File: src/rtl/adc_cfg_pkg.sv
package adc_cfg_pkg;
  localparam int DATA_W = 12;
  localparam int CFG_W = 10;
  localparam int ADDR_LO = 10;
  localparam int ADDR_HI = 11;
  localparam logic [1:0] CFG0_ADDR = 2'h0;
  localparam logic [CFG_W-1:0] CFG0_RESET = 10'h020;
  localparam int REF_SEL_BIT = 0;
  localparam int MODE_BIT = 1;
  localparam int POWER_DOWN_BIT = 2;
  localparam int INPUT_PICK_LO = 3;
  localparam int INPUT_PICK_HI = 4;
  localparam int DIFF_COUNT_LO = 5;
  localparam int DIFF_COUNT_HI = 6;
  localparam int SCAN_BIT = 7;
  localparam int SELFTEST_LO = 8;
  localparam int SELFTEST_HI = 9;
  localparam int SYNC_STAGES = 3;
  localparam int CHAN_W = 3;
  // Channel codes driven towards the FIFO tag (fifoChannel)
  localparam logic [CHAN_W-1:0] CH_AINP = 3'h0;
  localparam logic [CHAN_W-1:0] CH_AINM = 3'h1;
  localparam logic [CHAN_W-1:0] CH_BINP = 3'h2;
  localparam logic [CHAN_W-1:0] CH_BINM = 3'h3;
  localparam logic [CHAN_W-1:0] CH_DIFF_A = 3'h4;
  localparam logic [CHAN_W-1:0] CH_DIFF_B = 3'h5;
endpackage

File: src/rtl/adc_conversion_config_reg0.sv
`timescale 1ns/1ps
// Operation
// - Bit 0 resets to 0 for the internal reference; 1 picks external.
// - Mode bit 1 at 0 (reset): one FIFO write per falling clock edge.
// - Mode bit 1 at 1: single conversion, clock pin is a start strobe.
// - A falling strobe holds all selected inputs and starts the scan.
// - Data-available fires once trigger-level results are written.
// - Bit 2 resets to 0 (active); 1 powers the converter down.
// - In power-down, writes, output reads and FIFO reads still work.
// - Select bits 3 and 4 reset to zero and pick the input channel.
// - Differential count bits 5 and 6 reset to 1 and 0.
// - Bit 7 resets to 0; autoscan writes channels in a fixed order.
// - Test bits 8 and 9 reset to zero; nonzero picks a test voltage.
// - While a test setting is active data-available stays off.
// - Value on lines 0 to 9; lines 10 and 11 both 0 pick this register.
module adc_conversion_config_reg0
  import adc_cfg_pkg::*;
#(
  parameter int TRIG_W = 4
) (
  input wire logic clk_sys,
  input wire logic reset,
  input wire logic [adc_cfg_pkg::DATA_W-1:0] dataIn,
  input wire logic writeStrobe,
  input wire logic conversionClockIn,
  input wire logic [TRIG_W-1:0] triggerLevel,
  output logic [adc_cfg_pkg::CFG_W-1:0] configOut,
  output logic refExternal,
  output logic powerDown,
  output logic [1:0] selftestSel,
  output logic sampleHold,
  output logic fifoWrite,
  output logic [adc_cfg_pkg::CHAN_W-1:0] fifoChannel,
  output logic converting,
  output logic resultsReadyOut
);
  import adc_cfg_pkg::*;

  typedef enum logic [0:0] {IDLE, SEQUENCE} conv_state_e;

  if (TRIG_W < 2 || TRIG_W > 8) begin : bad_trig_w
    $error("TRIG_W must lie between 2 and 8");
  end

  logic [CFG_W-1:0] cfg;
  logic [SYNC_STAGES-1:0] wrSync;
  logic [SYNC_STAGES-1:0] ckSync;
  logic wrLevel;
  logic ckLevel;
  logic wrRise;
  logic ckFall;
  logic cfgWrite;
  conv_state_e state;
  logic [1:0] seqIdx;
  logic [2:0] seqLen;
  logic [CHAN_W-1:0] seqChan;
  logic [TRIG_W-1:0] writeCount;
  logic [TRIG_W-1:0] next_writeCount;
  logic singleMode;
  logic testActive;
  logic lastStep;
  logic doWrite;

  // Pins pass three flops; a change counts when stages two and three agree
  always_ff @(posedge clk_sys) begin
    if (reset) begin
      wrSync <= '0;
      ckSync <= {SYNC_STAGES{1'b1}};
    end else begin
      wrSync <= {wrSync[SYNC_STAGES-2:0], writeStrobe};
      ckSync <= {ckSync[SYNC_STAGES-2:0], conversionClockIn};
    end
  end

  always_ff @(posedge clk_sys) begin
    if (reset) begin
      wrLevel <= 1'b0;
      ckLevel <= 1'b1;
    end else begin
      if (wrSync[1] == wrSync[2]) begin
        wrLevel <= wrSync[2];
      end
      if (ckSync[1] == ckSync[2]) begin
        ckLevel <= ckSync[2];
      end
    end
  end

  assign wrRise = (wrSync[1] == wrSync[2]) && wrSync[2] && !wrLevel;
  assign ckFall = (ckSync[1] == ckSync[2]) && !ckSync[2] && ckLevel;

  // Data lines are held stable across the strobe, so sampling here is safe
  assign cfgWrite = wrRise
    && ({dataIn[ADDR_HI], dataIn[ADDR_LO]} == CFG0_ADDR);

  // Writes are honoured in power-down too
  always_ff @(posedge clk_sys) begin
    if (reset) begin
      cfg <= CFG0_RESET;
    end else if (cfgWrite) begin
      cfg <= dataIn[CFG_W-1:0];
    end
  end

  assign configOut = cfg;
  assign refExternal = cfg[REF_SEL_BIT];
  assign powerDown = cfg[POWER_DOWN_BIT];
  assign selftestSel = cfg[SELFTEST_HI:SELFTEST_LO];
  assign singleMode = cfg[MODE_BIT];
  assign testActive = |cfg[SELFTEST_HI:SELFTEST_LO];

  // Scan order per scan/diff/select code; reserved codes fall back to one
  always_comb begin
    seqLen = 3'h1;
    seqChan = {1'b0, cfg[INPUT_PICK_HI:INPUT_PICK_LO]};
    case (cfg[SCAN_BIT:INPUT_PICK_LO])
      5'h04: seqChan = CH_DIFF_A;
      5'h05: seqChan = CH_DIFF_B;
      5'h11: begin
        seqLen = 3'h2;
        seqChan = seqIdx[0] ? CH_AINM : CH_AINP;
      end
      5'h12: begin
        seqLen = 3'h3;
        seqChan = {1'b0, seqIdx};
      end
      5'h13: begin
        seqLen = 3'h4;
        seqChan = {1'b0, seqIdx};
      end
      5'h15: begin
        seqLen = 3'h2;
        seqChan = seqIdx[0] ? CH_DIFF_B : CH_AINP;
      end
      5'h16: begin
        seqLen = 3'h3;
        seqChan = (seqIdx == 2'h2) ? CH_DIFF_B : {1'b0, seqIdx};
      end
      5'h19: begin
        seqLen = 3'h2;
        seqChan = seqIdx[0] ? CH_DIFF_B : CH_DIFF_A;
      end
      default: begin
        seqLen = 3'h1;
      end
    endcase
  end

  assign lastStep = ({1'b0, seqIdx} == seqLen - 3'h1);

  // Single-mode sequencer; strobes during a sequence are ignored
  always_ff @(posedge clk_sys) begin
    if (reset) begin
      state <= IDLE;
    end else begin
      case (state)
        IDLE: begin
          if (singleMode && ckFall && !powerDown) begin
            state <= SEQUENCE;
          end
        end
        SEQUENCE: begin
          if (lastStep || cfgWrite) begin
            state <= IDLE;
          end
        end
        default: state <= IDLE;
      endcase
    end
  end

  assign converting = (state == SEQUENCE);

  // Continuous: one result per falling edge; single: one per cycle in turn
  assign doWrite = singleMode ? converting
    : (ckFall && !powerDown);

  // A new configuration restarts the scan at its first channel
  always_ff @(posedge clk_sys) begin
    if (reset || cfgWrite) begin
      seqIdx <= 2'h0;
    end else if (doWrite) begin
      seqIdx <= lastStep ? 2'h0 : seqIdx + 2'h1;
    end
  end

  always_ff @(posedge clk_sys) begin
    if (reset) begin
      sampleHold <= 1'b0;
    end else begin
      sampleHold <= (singleMode && ckFall && !powerDown && !converting)
        || (!singleMode && ckFall && !powerDown);
    end
  end

  always_ff @(posedge clk_sys) begin
    if (reset) begin
      fifoWrite <= 1'b0;
      fifoChannel <= CH_AINP;
    end else begin
      fifoWrite <= doWrite;
      fifoChannel <= seqChan;
    end
  end

  // Trigger count; held at zero in test mode so no stale block remains
  always_comb begin
    next_writeCount = writeCount;
    if (testActive) begin
      next_writeCount = '0;
    end else if (fifoWrite) begin
      next_writeCount = (writeCount + 1'b1 >= triggerLevel)
        ? '0 : writeCount + 1'b1;
    end
  end

  always_ff @(posedge clk_sys) begin
    if (reset) begin
      writeCount <= '0;
      resultsReadyOut <= 1'b0;
    end else begin
      writeCount <= next_writeCount;
      resultsReadyOut <= !testActive && fifoWrite
        && (writeCount + 1'b1 >= triggerLevel);
    end
  end

  cfg_reset_a: assert property (@(posedge clk_sys)
    $fell(reset) |-> cfg == CFG0_RESET)
    else $error("Config not at reset value after reset");

  cfg_write_a: assert property (@(posedge clk_sys) disable iff (reset)
    cfgWrite |=> cfg == $past(dataIn[CFG_W-1:0]))
    else $error("Addressed write not stored");

  cfg_other_addr_a: assert property (@(posedge clk_sys) disable iff (reset)
    (wrRise && dataIn[ADDR_LO +: 2] != CFG0_ADDR) |=> $stable(cfg))
    else $error("Write to other address changed config");

  cont_write_a: assert property (@(posedge clk_sys) disable iff (reset)
    (!singleMode && !powerDown && ckFall && !cfgWrite) |=> fifoWrite)
    else $error("Continuous edge gave no FIFO write");

  pd_no_write_a: assert property (@(posedge clk_sys) disable iff (reset)
    (powerDown && !converting && $past(powerDown)) |=> !fifoWrite)
    else $error("FIFO written while powered down");

  single_hold_a: assert property (@(posedge clk_sys) disable iff (reset)
    (singleMode && ckFall && !powerDown && state == IDLE)
      |=> sampleHold && converting)
    else $error("Start strobe did not hold and start");

  single_len_a: assert property (@(posedge clk_sys) disable iff (reset)
    ($rose(converting) && seqLen == 3'h2 && !cfgWrite)
      |-> converting[*2] ##1 !converting)
    else $error("Two-channel sequence wrong length");

  test_quiet_a: assert property (@(posedge clk_sys) disable iff (reset)
    testActive |=> !resultsReadyOut)
    else $error("Data-available raised in test mode");

  ready_cause_a: assert property (@(posedge clk_sys) disable iff (reset)
    resultsReadyOut |-> $past(fifoWrite) && !$past(testActive))
    else $error("Data-available without a result write");

  ref_sel_a: assert property (@(posedge clk_sys) disable iff (reset)
    cfgWrite |=> refExternal == $past(dataIn[REF_SEL_BIT])
      && powerDown == $past(dataIn[POWER_DOWN_BIT]))
    else $error("Reference or power-down output mismatch");

  // A held pin level must give one edge only, so one hold per strobe
  edge_once_a: assert property (@(posedge clk_sys) disable iff (reset)
    ckFall |=> !ckFall)
    else $error("One pin edge counted twice");

  write_once_a: assert property (@(posedge clk_sys) disable iff (reset)
    cfgWrite |=> !cfgWrite)
    else $error("One write strobe stored twice");

  hold_pulse_a: assert property (@(posedge clk_sys) disable iff (reset)
    sampleHold |=> !sampleHold)
    else $error("Hold pulse longer than one cycle");

  pd_no_hold_a: assert property (@(posedge clk_sys) disable iff (reset)
    powerDown |=> !sampleHold)
    else $error("Inputs held while powered down");

  mode_idle_a: assert property (@(posedge clk_sys) disable iff (reset)
    (!singleMode && !converting) |=> !converting)
    else $error("Sequence started in continuous mode");

  single_write_a: assert property (@(posedge clk_sys) disable iff (reset)
    (converting && singleMode) |=> fifoWrite)
    else $error("Sequence step gave no FIFO write");

  seq_start_a: assert property (@(posedge clk_sys) disable iff (reset)
    $rose(converting) |-> seqIdx == 2'h0)
    else $error("Sequence did not start at its first channel");

  seq_bound_a: assert property (@(posedge clk_sys) disable iff (reset)
    {1'b0, seqIdx} < seqLen)
    else $error("Scan index beyond sequence length");

  test_count_a: assert property (@(posedge clk_sys) disable iff (reset)
    testActive |=> writeCount == '0)
    else $error("Trigger count moved in test mode");
endmodule

File: config.mk
export PLATFORM = sky130hd
export DESIGN_NAME = adc_conversion_config_reg0
export DESIGN_NICKNAME = d
export VERILOG_FILES = /design/src/rtl/adc_cfg_pkg.sv /design/src/rtl/adc_conversion_config_reg0.sv
export SDC_FILE = /design/constraint.sdc
export NUM_CORES = 1
export LEC_CHECK = 0
export BUFFER_PORTS_ARGS = -buffer_cell sky130_fd_sc_hd__buf_2
export CAP_MARGIN = 20
export CORE_MARGIN = 8
export CORE_UTILIZATION = 50
export CTS_CLUSTER_SIZE = 12
export DETAILED_ROUTE_END_ITERATION = 12
export HOLD_SLACK_MARGIN = 0.15
export PLACE_DENSITY = 0.86
export SLEW_MARGIN = 0
export SYNTH_ARGS = -nofsm -noshare
export SYNTH_HDL_FRONTEND = slang
export SYNTH_SLANG_ARGS = --single-unit
File: constraint.sdc
create_clock -name clk_sys -period 2.3 [get_ports clk_sys]
set_input_delay 0.23 -clock clk_sys [delete_from_list [all_inputs] [get_ports clk_sys]]
set_output_delay 0.23 -clock clk_sys [all_outputs]
set_load 0.02 [all_outputs]
==> results of run 1 <==
## Yosys cell counts (2+ instances only)
cell | n | area share [%]
xor2_1 | 3 | 1.7
dfxtp_1 | 31 | 40
a211oi_1 | 2 | 0.97
buf_6 | 3 | 2.2
a21oi_1 | 13 | 4.2
nor2_1 | 9 | 2.2
nand2_1 | 36 | 8.8
inv_1 | 10 | 2.4
or2_2 | 3 | 1.2
a31oi_1 | 2 | 0.81
buf_4 | 5 | 2.4
nor4_1 | 2 | 0.81
o211ai_1 | 3 | 1.5
nor3b_1 | 2 | 0.97
nand2b_1 | 2 | 0.81
nor3_1 | 4 | 1.3
or3_1 | 2 | 0.81
nand3_1 | 3 | 0.97
clkbuf_1 | 3 | 0.73
o21ai_0 | 4 | 1.3
mux2i_1 | 3 | 1.9
xnor2_1 | 3 | 1.7
nor2b_1 | 4 | 1.6
ha_1 | 11 | 8.9
## cell usage in the layout (no fill, tap or decap), drive strengths merged, types with 2 or more instances in the layout
cell and count:
buf 41, nand2 36, dfxtp 31, a21oi 13
ha 11, inv 10, dlygate4sd3 10, nor2 9
clkbuf 7, o21ai 5, nor3 4, nor2b 4
xor2 3, nand3 3, xnor2 3, or2 3
mux2i 3, o211ai 3, nor4 3, nand2b 2
a31oi 2, nor3b 2, or3 2, a211oi 2
nand4 2
## logic make-up (layout without fill, tap and decap cells)
| logic type | Yosys count | after routing |
|---|---|---|
| AOI/OAI and AO/OA | 29 | 29 |
| and+or+nand+nor | 77 | 77 |
| xor gates and xnor gates | 6 | 6 |
| DFF | 31 | 31 |
| muxes | 3 | 3 |
| adders and majority gates | 11 | 11 |
| buffers and inverters | 22 | 69 |
## power groups by stage
stage                     Clock, mW  Combinational (mW)  Sequential [mW]
after floorplan                   0              0.0229            0.560
after global placement            0              0.0450            0.558
after detailed placement          0              0.0462            0.559
after CTS                     0.302              0.0594            0.546
after global routing          0.324              0.0655            0.547
final                         0.293              0.0590            0.546
## registers in the layout (all words and copies together) (netlist names)
| signal | count |
|---|---|
| wrLevel | 1 |
| sampleHold | 1 |
| fifoChannel | 3 |
| fifoWrite | 1 |
| resultsReadyOut | 1 |
| ckSync | 3 |
| configOut | 10 |
| writeCount | 4 |
| converting | 1 |
| seqIdx | 2 |
| ckLevel | 1 |
| wrSync | 3 |
## worst max-delay path by stage
stage	to	slack, ps	depth (start not counted)
after floorplan	seqIdx[1]$_SDFFE_PP0P_	420	8
after global placement	converting$_SDFF_PP0_	390	10
after detailed placement	converting$_SDFF_PP0_	310	10
after CTS	converting$_SDFF_PP0_	270	10
after global routing	seqIdx[1]$_SDFFE_PP0P_	10	10
final	converting$_SDFF_PP0_	240	10
## worst min-delay path: cells and delay by family
family / cells / cell delay, ps
AO/OA/AOI/OAI: 1 / 50
buffers and inverters: 1 / 90
AND/OR/NAND/NOR: 1 / 50
## metal layers
layer	share of wire, %	routed length (µm)
met2	48	1545
met1	45	1457
met4	1.8	59
met5	0	0
met3	5.0	162
## layout make-up
type	count	area share, %
Clock buffer	7	2.428
Clock inverter	1	0.2697
Inverter	10	2.023
Multi-Input combinational cell	126	43.02
Sequential cell	31	33.45
Tap cell	33	2.225
Timing Repair Buffer	51	16.59
## timing repair
| action | in CTS | in global routing |
|---|---|---|
| hold buffers | 10 | 0 |
| endpoints found under the setup margin | 0 | 0 |
| hold endpoints to repair | 10 | 0 |
| gates resized for setup | 0 | 0 |
==> impl_metrics.ini, run 1 <==
[grt]
grt_use_met3_pct = 4.603
grt_max_degree = 25
met2_usage_pct = 22.45
grt_pass1_vias = 1262
top_usage_layer = met2
use_met1_pct = 13.74
overflow = 0
antenna_found_initial = 0
track_usage_pct = 12.95
grt_pass1_wl_mm = 5.451

[timing]
timing.fmax_mhz = 484.8
holdWs_ps = 154.6
tightest_slew_ps = 705.8
tns_ps = 0
post-route-period-util_pct = 89.67
fin_skew_ps = 9.087
fin_crit_ps = 2063
relSlewSlack_pct = 52.83
setup_slack_ps = 237.5
rsz0062_at_grt = no
finalSetupViolCount = 0
hold_violations = 0
report.final.slew_viol_count = 0

[worst_setup_path]
worstSetupStartpointType = flip-flop
worstSetupEndpointType = flip-flop
cp.required_ps = 2510
cp.arrival_ps = 2270
crit_buf_inv = 1
r2r-end = converting$_SDFF_PP0_
cp-startpoint = configOut[5]$_SDFFE_PP1P_
crit_type = reg2reg
crit_family = compound AO/OA/AOI/OAI gates
ff2ff_path_depth = 10
critPathMaxStageDelay_ps = 580
slowest_stage = dfxtp_1
path_cells = a21oi_1 -> nand2_1 -> o21ai_0 -> nand2_1 -> ha_1 -> inv_1 -> nor4_1 -> a311oi_2 -> o211ai_1 -> o21ai_0
reg2reg_setup_slack_ps = 240
crit_fanout = 14
r2r-start = configOut[5]$_SDFFE_PP1P_

[floorplan]
die_h_um = 71.57
die_w_um = 71.57
core.rowCount = 20
ios = 41
initial_core_util_pct = 51.42
core_area_um2 = 3003
dieArea_um2 = 5122

[synthesis]
synthFlopType = dfxtp_1
synth_top_family_by_area = simple AND/OR/NAND/NOR gates
synth-simple-area-share_pct = 25.53
yosys.area_share.xor_xnor_pct = 3.404
syn_avg_cell_area_um2 = 8.626
synth-compound-area-share_pct = 11.91
ys_types = 40
synth_edf_count = 0
synthMuxAreaShare_pct = 1.945
synth_seq_cells = 31
syn_inst = 179
seq_area_frac_synth_pct = 40.19
synth_area_um2 = 1544
ys_async_sr_fraction_pct = 0
syn-num-nets = 210
yosysWarnings = 0
synthAdderAreaFrac_pct = 8.914

[cts]
htree_levels = 2
numCtsBuffers = 5
clock_latency_ps = 320
cts_max_path_buffers = 2
cts_tree = done
clockRootBuffer = clkbuf_4
cts.reportedPaths.clkPinSlew_ps = 100
post_cts.repair.setup_buffers = 0
clock-sinks = 31

[cells_and_area]
finalNetCount = 256
final_core_util_pct = 61.79
drive_gt1_share_pct = 24.78
antenna_cells = 0
seq_area_um2 = 620.6
fin_cells = 259
area_growth_syn_to_layout_pct = 20.18
multi_input_area_um2 = 798.3
fillCellCount = 266
fin_area_um2 = 1856

[min_path]
holdPathStages = 3
hold_start = dataIn[1]
holdPathEnd = configOut[1]$_SDFFE_PP0P_
hp-class = in2reg

[power]
leakagePower_nw = 0.8674
internal-power_uw = 695.4
pwr-share-seq_pct = 60.8
vdd_drop_max_mv = 0.3859
p_sw_share_pct = 22.61
p_per_area_nw_per_um2 = 484.2
combPwrFrac_pct = 6.6
p_switching_uw = 203.1
clockPowerShare_pct = 32.7
finalPower_uw = 898.5

[drt]
drt-pass1-iter-count = 4
wl_mm = 3.224
drc = 0
antenna_left = 0
num_vias = 1331
drt-initial-drc-count = 89
viasPerCell = 5.139
wl_per_cell_um = 12.45

[place]
gp_congestion = 0.8838
dp_hpwl_mm = 2.351
placedCellCount = 241
port_buffers = 40
place_area_um2 = 1705
post-place-ws_ps = 306.0

[flow_run]
drv_cap = 0

[run_status]
status = finished, final reports clean
(Power assumes the default switching activity.)
==> inputs of run 2 (changes only) <==
--- a/config.mk
+++ b/config.mk
@@ -8,11 +8,11 @@
 export BUFFER_PORTS_ARGS = -buffer_cell sky130_fd_sc_hd__buf_2
 export CAP_MARGIN = 20
 export CORE_MARGIN = 8
-export CORE_UTILIZATION = 50
-export CTS_CLUSTER_SIZE = 12
+export CORE_UTILIZATION = 51
+export CTS_CLUSTER_SIZE = 40
 export DETAILED_ROUTE_END_ITERATION = 12
 export HOLD_SLACK_MARGIN = 0.15
-export PLACE_DENSITY = 0.86
+export PLACE_DENSITY = 0.88
 export SLEW_MARGIN = 0
 export SYNTH_ARGS = -nofsm -noshare
 export SYNTH_HDL_FRONTEND = slang
==> run 2 against run 1 <==
Non-clock buffer count is 2 higher; final area is 3.0% higher; total power is 17% higher; sequential power about the same; register-to-register slack improved by 60 ps; global-route usage increased by 1.2 points; wire length is 5.0% higher; clock-buffer cell count fell by 1; critical path type unchanged; sequential share of layout area down 0.98 points; worst hold slack better by 40 ps; cell count is 0.77% higher; worst setup slack improved by 62 ps; largest power group unchanged.
==> impl_metrics.ini, run 2 (synthesis results as in run 1) <==
[worst_setup_path]
cp.arrival_ps = 2210
slowest_stage = dfxtp_1
r2r-end = seqIdx[1]$_SDFFE_PP0P_
path_cells = a21oi_1 -> nand2_1 -> o21ai_0 -> nand2_1 -> ha_1 -> inv_1 -> nor4_1 -> a311oi_2 -> a21oi_1 -> nor4_2
crit_fanout = 14
critPathMaxStageDelay_ps = 560
ff2ff_path_depth = 10
worstSetupEndpointType = flip-flop
r2r-start = configOut[5]$_SDFFE_PP1P_
worstSetupStartpointType = flip-flop
cp.required_ps = 2510
reg2reg_setup_slack_ps = 300
cp-startpoint = configOut[5]$_SDFFE_PP1P_
crit_type = reg2reg

[timing]
rsz0062_at_grt = no
hold_violations = 0
tns_ps = 0
fin_skew_ps = 10.31
finalSetupViolCount = 0
timing.fmax_mhz = 499.8
relSlewSlack_pct = 67.44
fin_crit_ps = 2001
report.final.slew_viol_count = 0
tightest_slew_ps = 486.1
post-route-period-util_pct = 86.99

[run_status]
status = finished, final reports clean

[cts]
cts_tree = done
htree_levels = 2
clockRootBuffer = clkbuf_4
cts_max_path_buffers = 2
numCtsBuffers = 5
clock-sinks = 31
ctsResizeCount = 0
clock_latency_ps = 340
cts.reportedPaths.clkPinSlew_ps = 100

[cells_and_area]
drive_gt1_share_pct = 25.44
area_growth_syn_to_layout_pct = 23.82
finalNetCount = 258
antenna_cells = 0
most-common-layout-cells = buf_2, nand2_1, dfxtp_1
final_common_cell = buf_2
final_core_util_pct = 64.20
largest_register_ffs = 10

[power]
vdd_drop_max_mv = 0.4432
finalPower_mw = 1.053
p_per_area_nw_per_um2 = 550.9
leakagePower_nw = 0.8947

[drt]
antenna_left = 0
num_vias = 1333
viasPerCell = 5.107
drt-initial-drc-count = 137
drc = 0
wl_mm = 3.384
drt-pass1-iter-count = 4
wl_per_cell_um = 12.97

[floorplan]
dieArea_um2 = 5044
core_area_um2 = 2978
core.rowCount = 20
ios = 41
die_h_um = 71.02
initial_core_util_pct = 51.85
die_w_um = 71.02

[flow_run]
drv_cap = 0

[place]
port_buffers = 40
gp_congestion = 0.8726
dp_hpwl_mm = 2.464

[grt]
antenna_found_initial = 0
track_usage_pct = 14.19
grt_pass1_vias = 1283
grt_pass1_wl_mm = 5.768
overflow = 0
grt_max_degree = 25

[min_path]
holdPathEnd = configOut[9]$_SDFFE_PP0P_
holdPathStages = 4
hp-class = in2reg
hold_start = dataIn[10]
[run 2: cell types whose count changed in the layout (fill, tap and decap cells not counted)]
cell / change
clkbuf_8: +1
bufinv_16: +1
dlygate4sd3_1: +2
clkbuf_1: -2
[run 2: per-layer routing]
layer  GRT usage (%)  wire [µm]
met3           5.932        218
met2           23.27       1629
met5               0          0
met1           15.82       1484
met4           5.774         52
[run 2: what timing repair did]
item / in CTS / in global routing
hold endpoints to repair: 12 / 0
buffers inserted: 0 / 0
hold buffers: 12 / 0
setup endpoints to repair: 0 / 0
[run 2: worst max path at each step]
stage / endpoint / cells past startpoint / slack [ps]
final: seqIdx[1]$_SDFFE_PP0P_ / 10 / 300
after global routing: converting$_SDFF_PP0_ / 10 / 90
after CTS: seqIdx[1]$_SDFFE_PP0P_ / 10 / 310
after detailed placement: seqIdx[1]$_SDFFE_PP0P_ / 10 / 310
after global placement: converting$_SDFF_PP0_ / 10 / 400
after floorplan: seqIdx[1]$_SDFFE_PP0P_ / 8 / 420
[run 2: worst max-delay path: cells and delay by family (launching register included)]
kind | cells | cell delay [ps]
compound gates | 4 | 490
fa+ha+maj | 1 | 180
buf+inv | 1 | 80
flops | 1 | 560
simple gates | 4 | 570
[run 2: cell type report]
class,instances,area [µm²]
clock buffers,6,51.30
clock inverters,2,35.03
fillers,248,1066
inverters,10,37.54
multi-input cells,126,798.3
flip-flops and latches,31,620.6
well taps,33,41.29
repair buffers,53,327.8
[run 2: through the flow]
| step | cells | hold WS, ps | setup WS, ps | instance area (µm²) |
|---|---|---|---|---|
| floorplan | 179 | 333.8 | 419.4 | 1544 |
| global placement | 241 | 392.4 | 401.9 | 1705 |
| detailed placement | 241 | 416.2 | 310.3 | 1705 |
| CTS | 261 | 198.7 | 308.6 | 1912 |
| global route | 261 | 210.1 | 93.37 | 1912 |
| finish | 261 | 194.5 | 299.1 | 1912 |
[run 2: where the power goes]
part	internal (mW)	leakage [nW]	total [mW]	switching (mW)
Sequential	0.543	0.251	0.546	0.00301
Clock	0.257	0.0482	0.445	0.188
Combinational	0.0356	0.595	0.0623	0.0267
Total	0.836	0.895	1.05	0.218
==> inputs of run 3 (changes only) <==
--- a/config.mk
+++ b/config.mk
@@ -8,11 +8,12 @@
 export BUFFER_PORTS_ARGS = -buffer_cell sky130_fd_sc_hd__buf_2
 export CAP_MARGIN = 20
 export CORE_MARGIN = 8
-export CORE_UTILIZATION = 51
+export CORE_UTILIZATION = 40
 export CTS_CLUSTER_SIZE = 40
 export DETAILED_ROUTE_END_ITERATION = 12
 export HOLD_SLACK_MARGIN = 0.15
-export PLACE_DENSITY = 0.88
+export PLACE_DENSITY = 0.73
+export SKIP_LAST_GASP = 1
 export SLEW_MARGIN = 0
 export SYNTH_ARGS = -nofsm -noshare
 export SYNTH_HDL_FRONTEND = slang
==> run 3 against run 2 <==
Via count down 3.3%; sequential share of layout area up 1.2 points; wire length down 6.8%; clock power up 13%; global-route usage down 3.4 points; worst hold slack worse by 34 ps; combinational power down 24%; critical path depth unchanged; worst setup slack worse by 15 ps; first-iteration DRC count down 42%; maximum frequency down 0.76%; cell count up 1.5%; critical endpoint is now converting$_SDFF_PP0_; largest cell class unchanged; highest routed layer unchanged.
==> impl_metrics.ini, run 3 (synthesis results as in run 1) <==
[place]
gp_congestion = 0.8459
port_buffers = 40
dp_hpwl_mm = 2.366
place_area_um2 = 1732

[drt]
wl_mm = 3.154
drt-pass1-iter-count = 4
viasPerCell = 4.864
wl_per_cell_um = 11.90
antenna_left = 0
drt-initial-drc-count = 79
num_vias = 1289
drc = 0

[cts]
cts_hold_buf = 1
clock-sinks = 31
clock_latency_ps = 280
ctsResizeCount = 0
numCtsBuffers = 5
post_cts.repair.setup_buffers = 0
cts_tree = done
htree_levels = 2
clockRootBuffer = clkbuf_8
cts_max_path_buffers = 2
cts.reportedPaths.clkPinSlew_ps = 60

[floorplan]
ios = 41
die_w_um = 78.13
dieArea_um2 = 6104
core_area_um2 = 3689
core.rowCount = 22
initial_core_util_pct = 41.86
die_h_um = 78.13

[worst_setup_path]
reg2reg_setup_slack_ps = 280
path_cells = a21oi_1 -> nand2_1 -> o21ai_0 -> nand2_1 -> ha_1 -> inv_1 -> nor4_1 -> a311oi_2 -> o211ai_1 -> o21ai_0
slowest_stage = dfxtp_1
crit_type = reg2reg
cp.arrival_ps = 2180
critPathMaxStageDelay_ps = 570
worstSetupEndpointType = flip-flop
crit_buf_inv = 1
worstSetupStartpointType = flip-flop
crit_fanout = 14
r2r-end = converting$_SDFF_PP0_
r2r-start = configOut[5]$_SDFFE_PP1P_
ff2ff_path_depth = 10
cp.required_ps = 2460
crit_family = compound AO/OA/AOI/OAI gates

[power]
p_per_area_nw_per_um2 = 593.8
leakagePower_nw = 0.8572
vdd_drop_max_mv = 0.3763

[run_status]
status = finished, final reports clean

[grt]
overflow = 0
antenna_found_initial = 0
track_usage_pct = 10.77
grt_max_degree = 25
grt_pass1_wl_mm = 5.533
grt_pass1_vias = 1260

[cells_and_area]
antenna_cells = 0
fin_area_um2 = 1844
largest_register_ffs = 10
finalNetCount = 248
fillCellCount = 392
multi_input_area_um2 = 798.3
seq_area_um2 = 620.6
final_common_cell = buf_2
most-common-layout-cells = buf_2, nand2_1, dfxtp_1
area_growth_syn_to_layout_pct = 19.45
drive_gt1_share_pct = 26.27

[timing]
relSlewSlack_pct = 68.80
timing.fmax_mhz = 496.0
report.final.slew_viol_count = 0
rsz0062_at_grt = no
tightest_slew_ps = 465.8
hold_violations = 0
tns_ps = 0
post-route-period-util_pct = 87.66
fin_crit_ps = 2016
holdWs_ps = 160.3
fin_skew_ps = 5.643
finalSetupViolCount = 0

[min_path]
hold_start = writeStrobe
holdPathStages = 2
holdPathEnd = wrSync[0]$_SDFF_PP0_
hp-class = in2reg

[flow_run]
drv_cap = 0
run 3: final cells by class:
| class | count | area share [%] |
|---|---|---|
| clock buffer | 6 | 3.935 |
| clock inverter | 1 | 1.628 |
| inverter | 10 | 2.035 |
| multi-input combinational | 126 | 43.28 |
| sequential | 31 | 33.65 |
| tap | 48 | 3.256 |
| timing repair buffer | 43 | 12.21 |
run 3: per-layer routing:
| metal | wire (µm) | global-route usage (%) |
|---|---|---|
| met1 | 1427 | 12.63 |
| met2 | 1502 | 17.65 |
| met3 | 184 | 2.847 |
| met4 | 39 | 5.556 |
| met5 | 0 | 0 |
run 3: power breakdown:
group / internal (mW) / total [mW] / switching, mW
combinational: 0.0234 / 0.0474 / 0.0240
clock: 0.317 / 0.501 / 0.184
sequential: 0.544 / 0.547 / 0.00304
run 3: metrics by stage:
stage	instances	util, %	total power, mW	setup slack [ps]
CTS	265	50.00	1.113	306.3
detailed placement	257	46.95	0.6056	308.9
floorplan	179	-	0.5826	419.4
finish	265	50.00	1.095	283.9
global placement	257	46.95	0.6043	387.2
global route	265	50.00	1.147	120.9
run 3: how the worst max path moves through the flow:
stage	end	slack (ps)	start	cells after the start
after CTS	converting$_SDFF_PP0_	310	configOut[5]$_SDFFE_PP1P_	10
final	converting$_SDFF_PP0_	280	configOut[5]$_SDFFE_PP1P_	10
after global routing	converting$_SDFF_PP0_	120	configOut[5]$_SDFFE_PP1P_	10
after floorplan	seqIdx[1]$_SDFFE_PP0P_	420	configOut[6]$_SDFFE_PP0P_	8
after detailed placement	converting$_SDFF_PP0_	310	configOut[5]$_SDFFE_PP1P_	10
after global placement	seqIdx[0]$_SDFFE_PP0P_	390	configOut[5]$_SDFFE_PP1P_	8
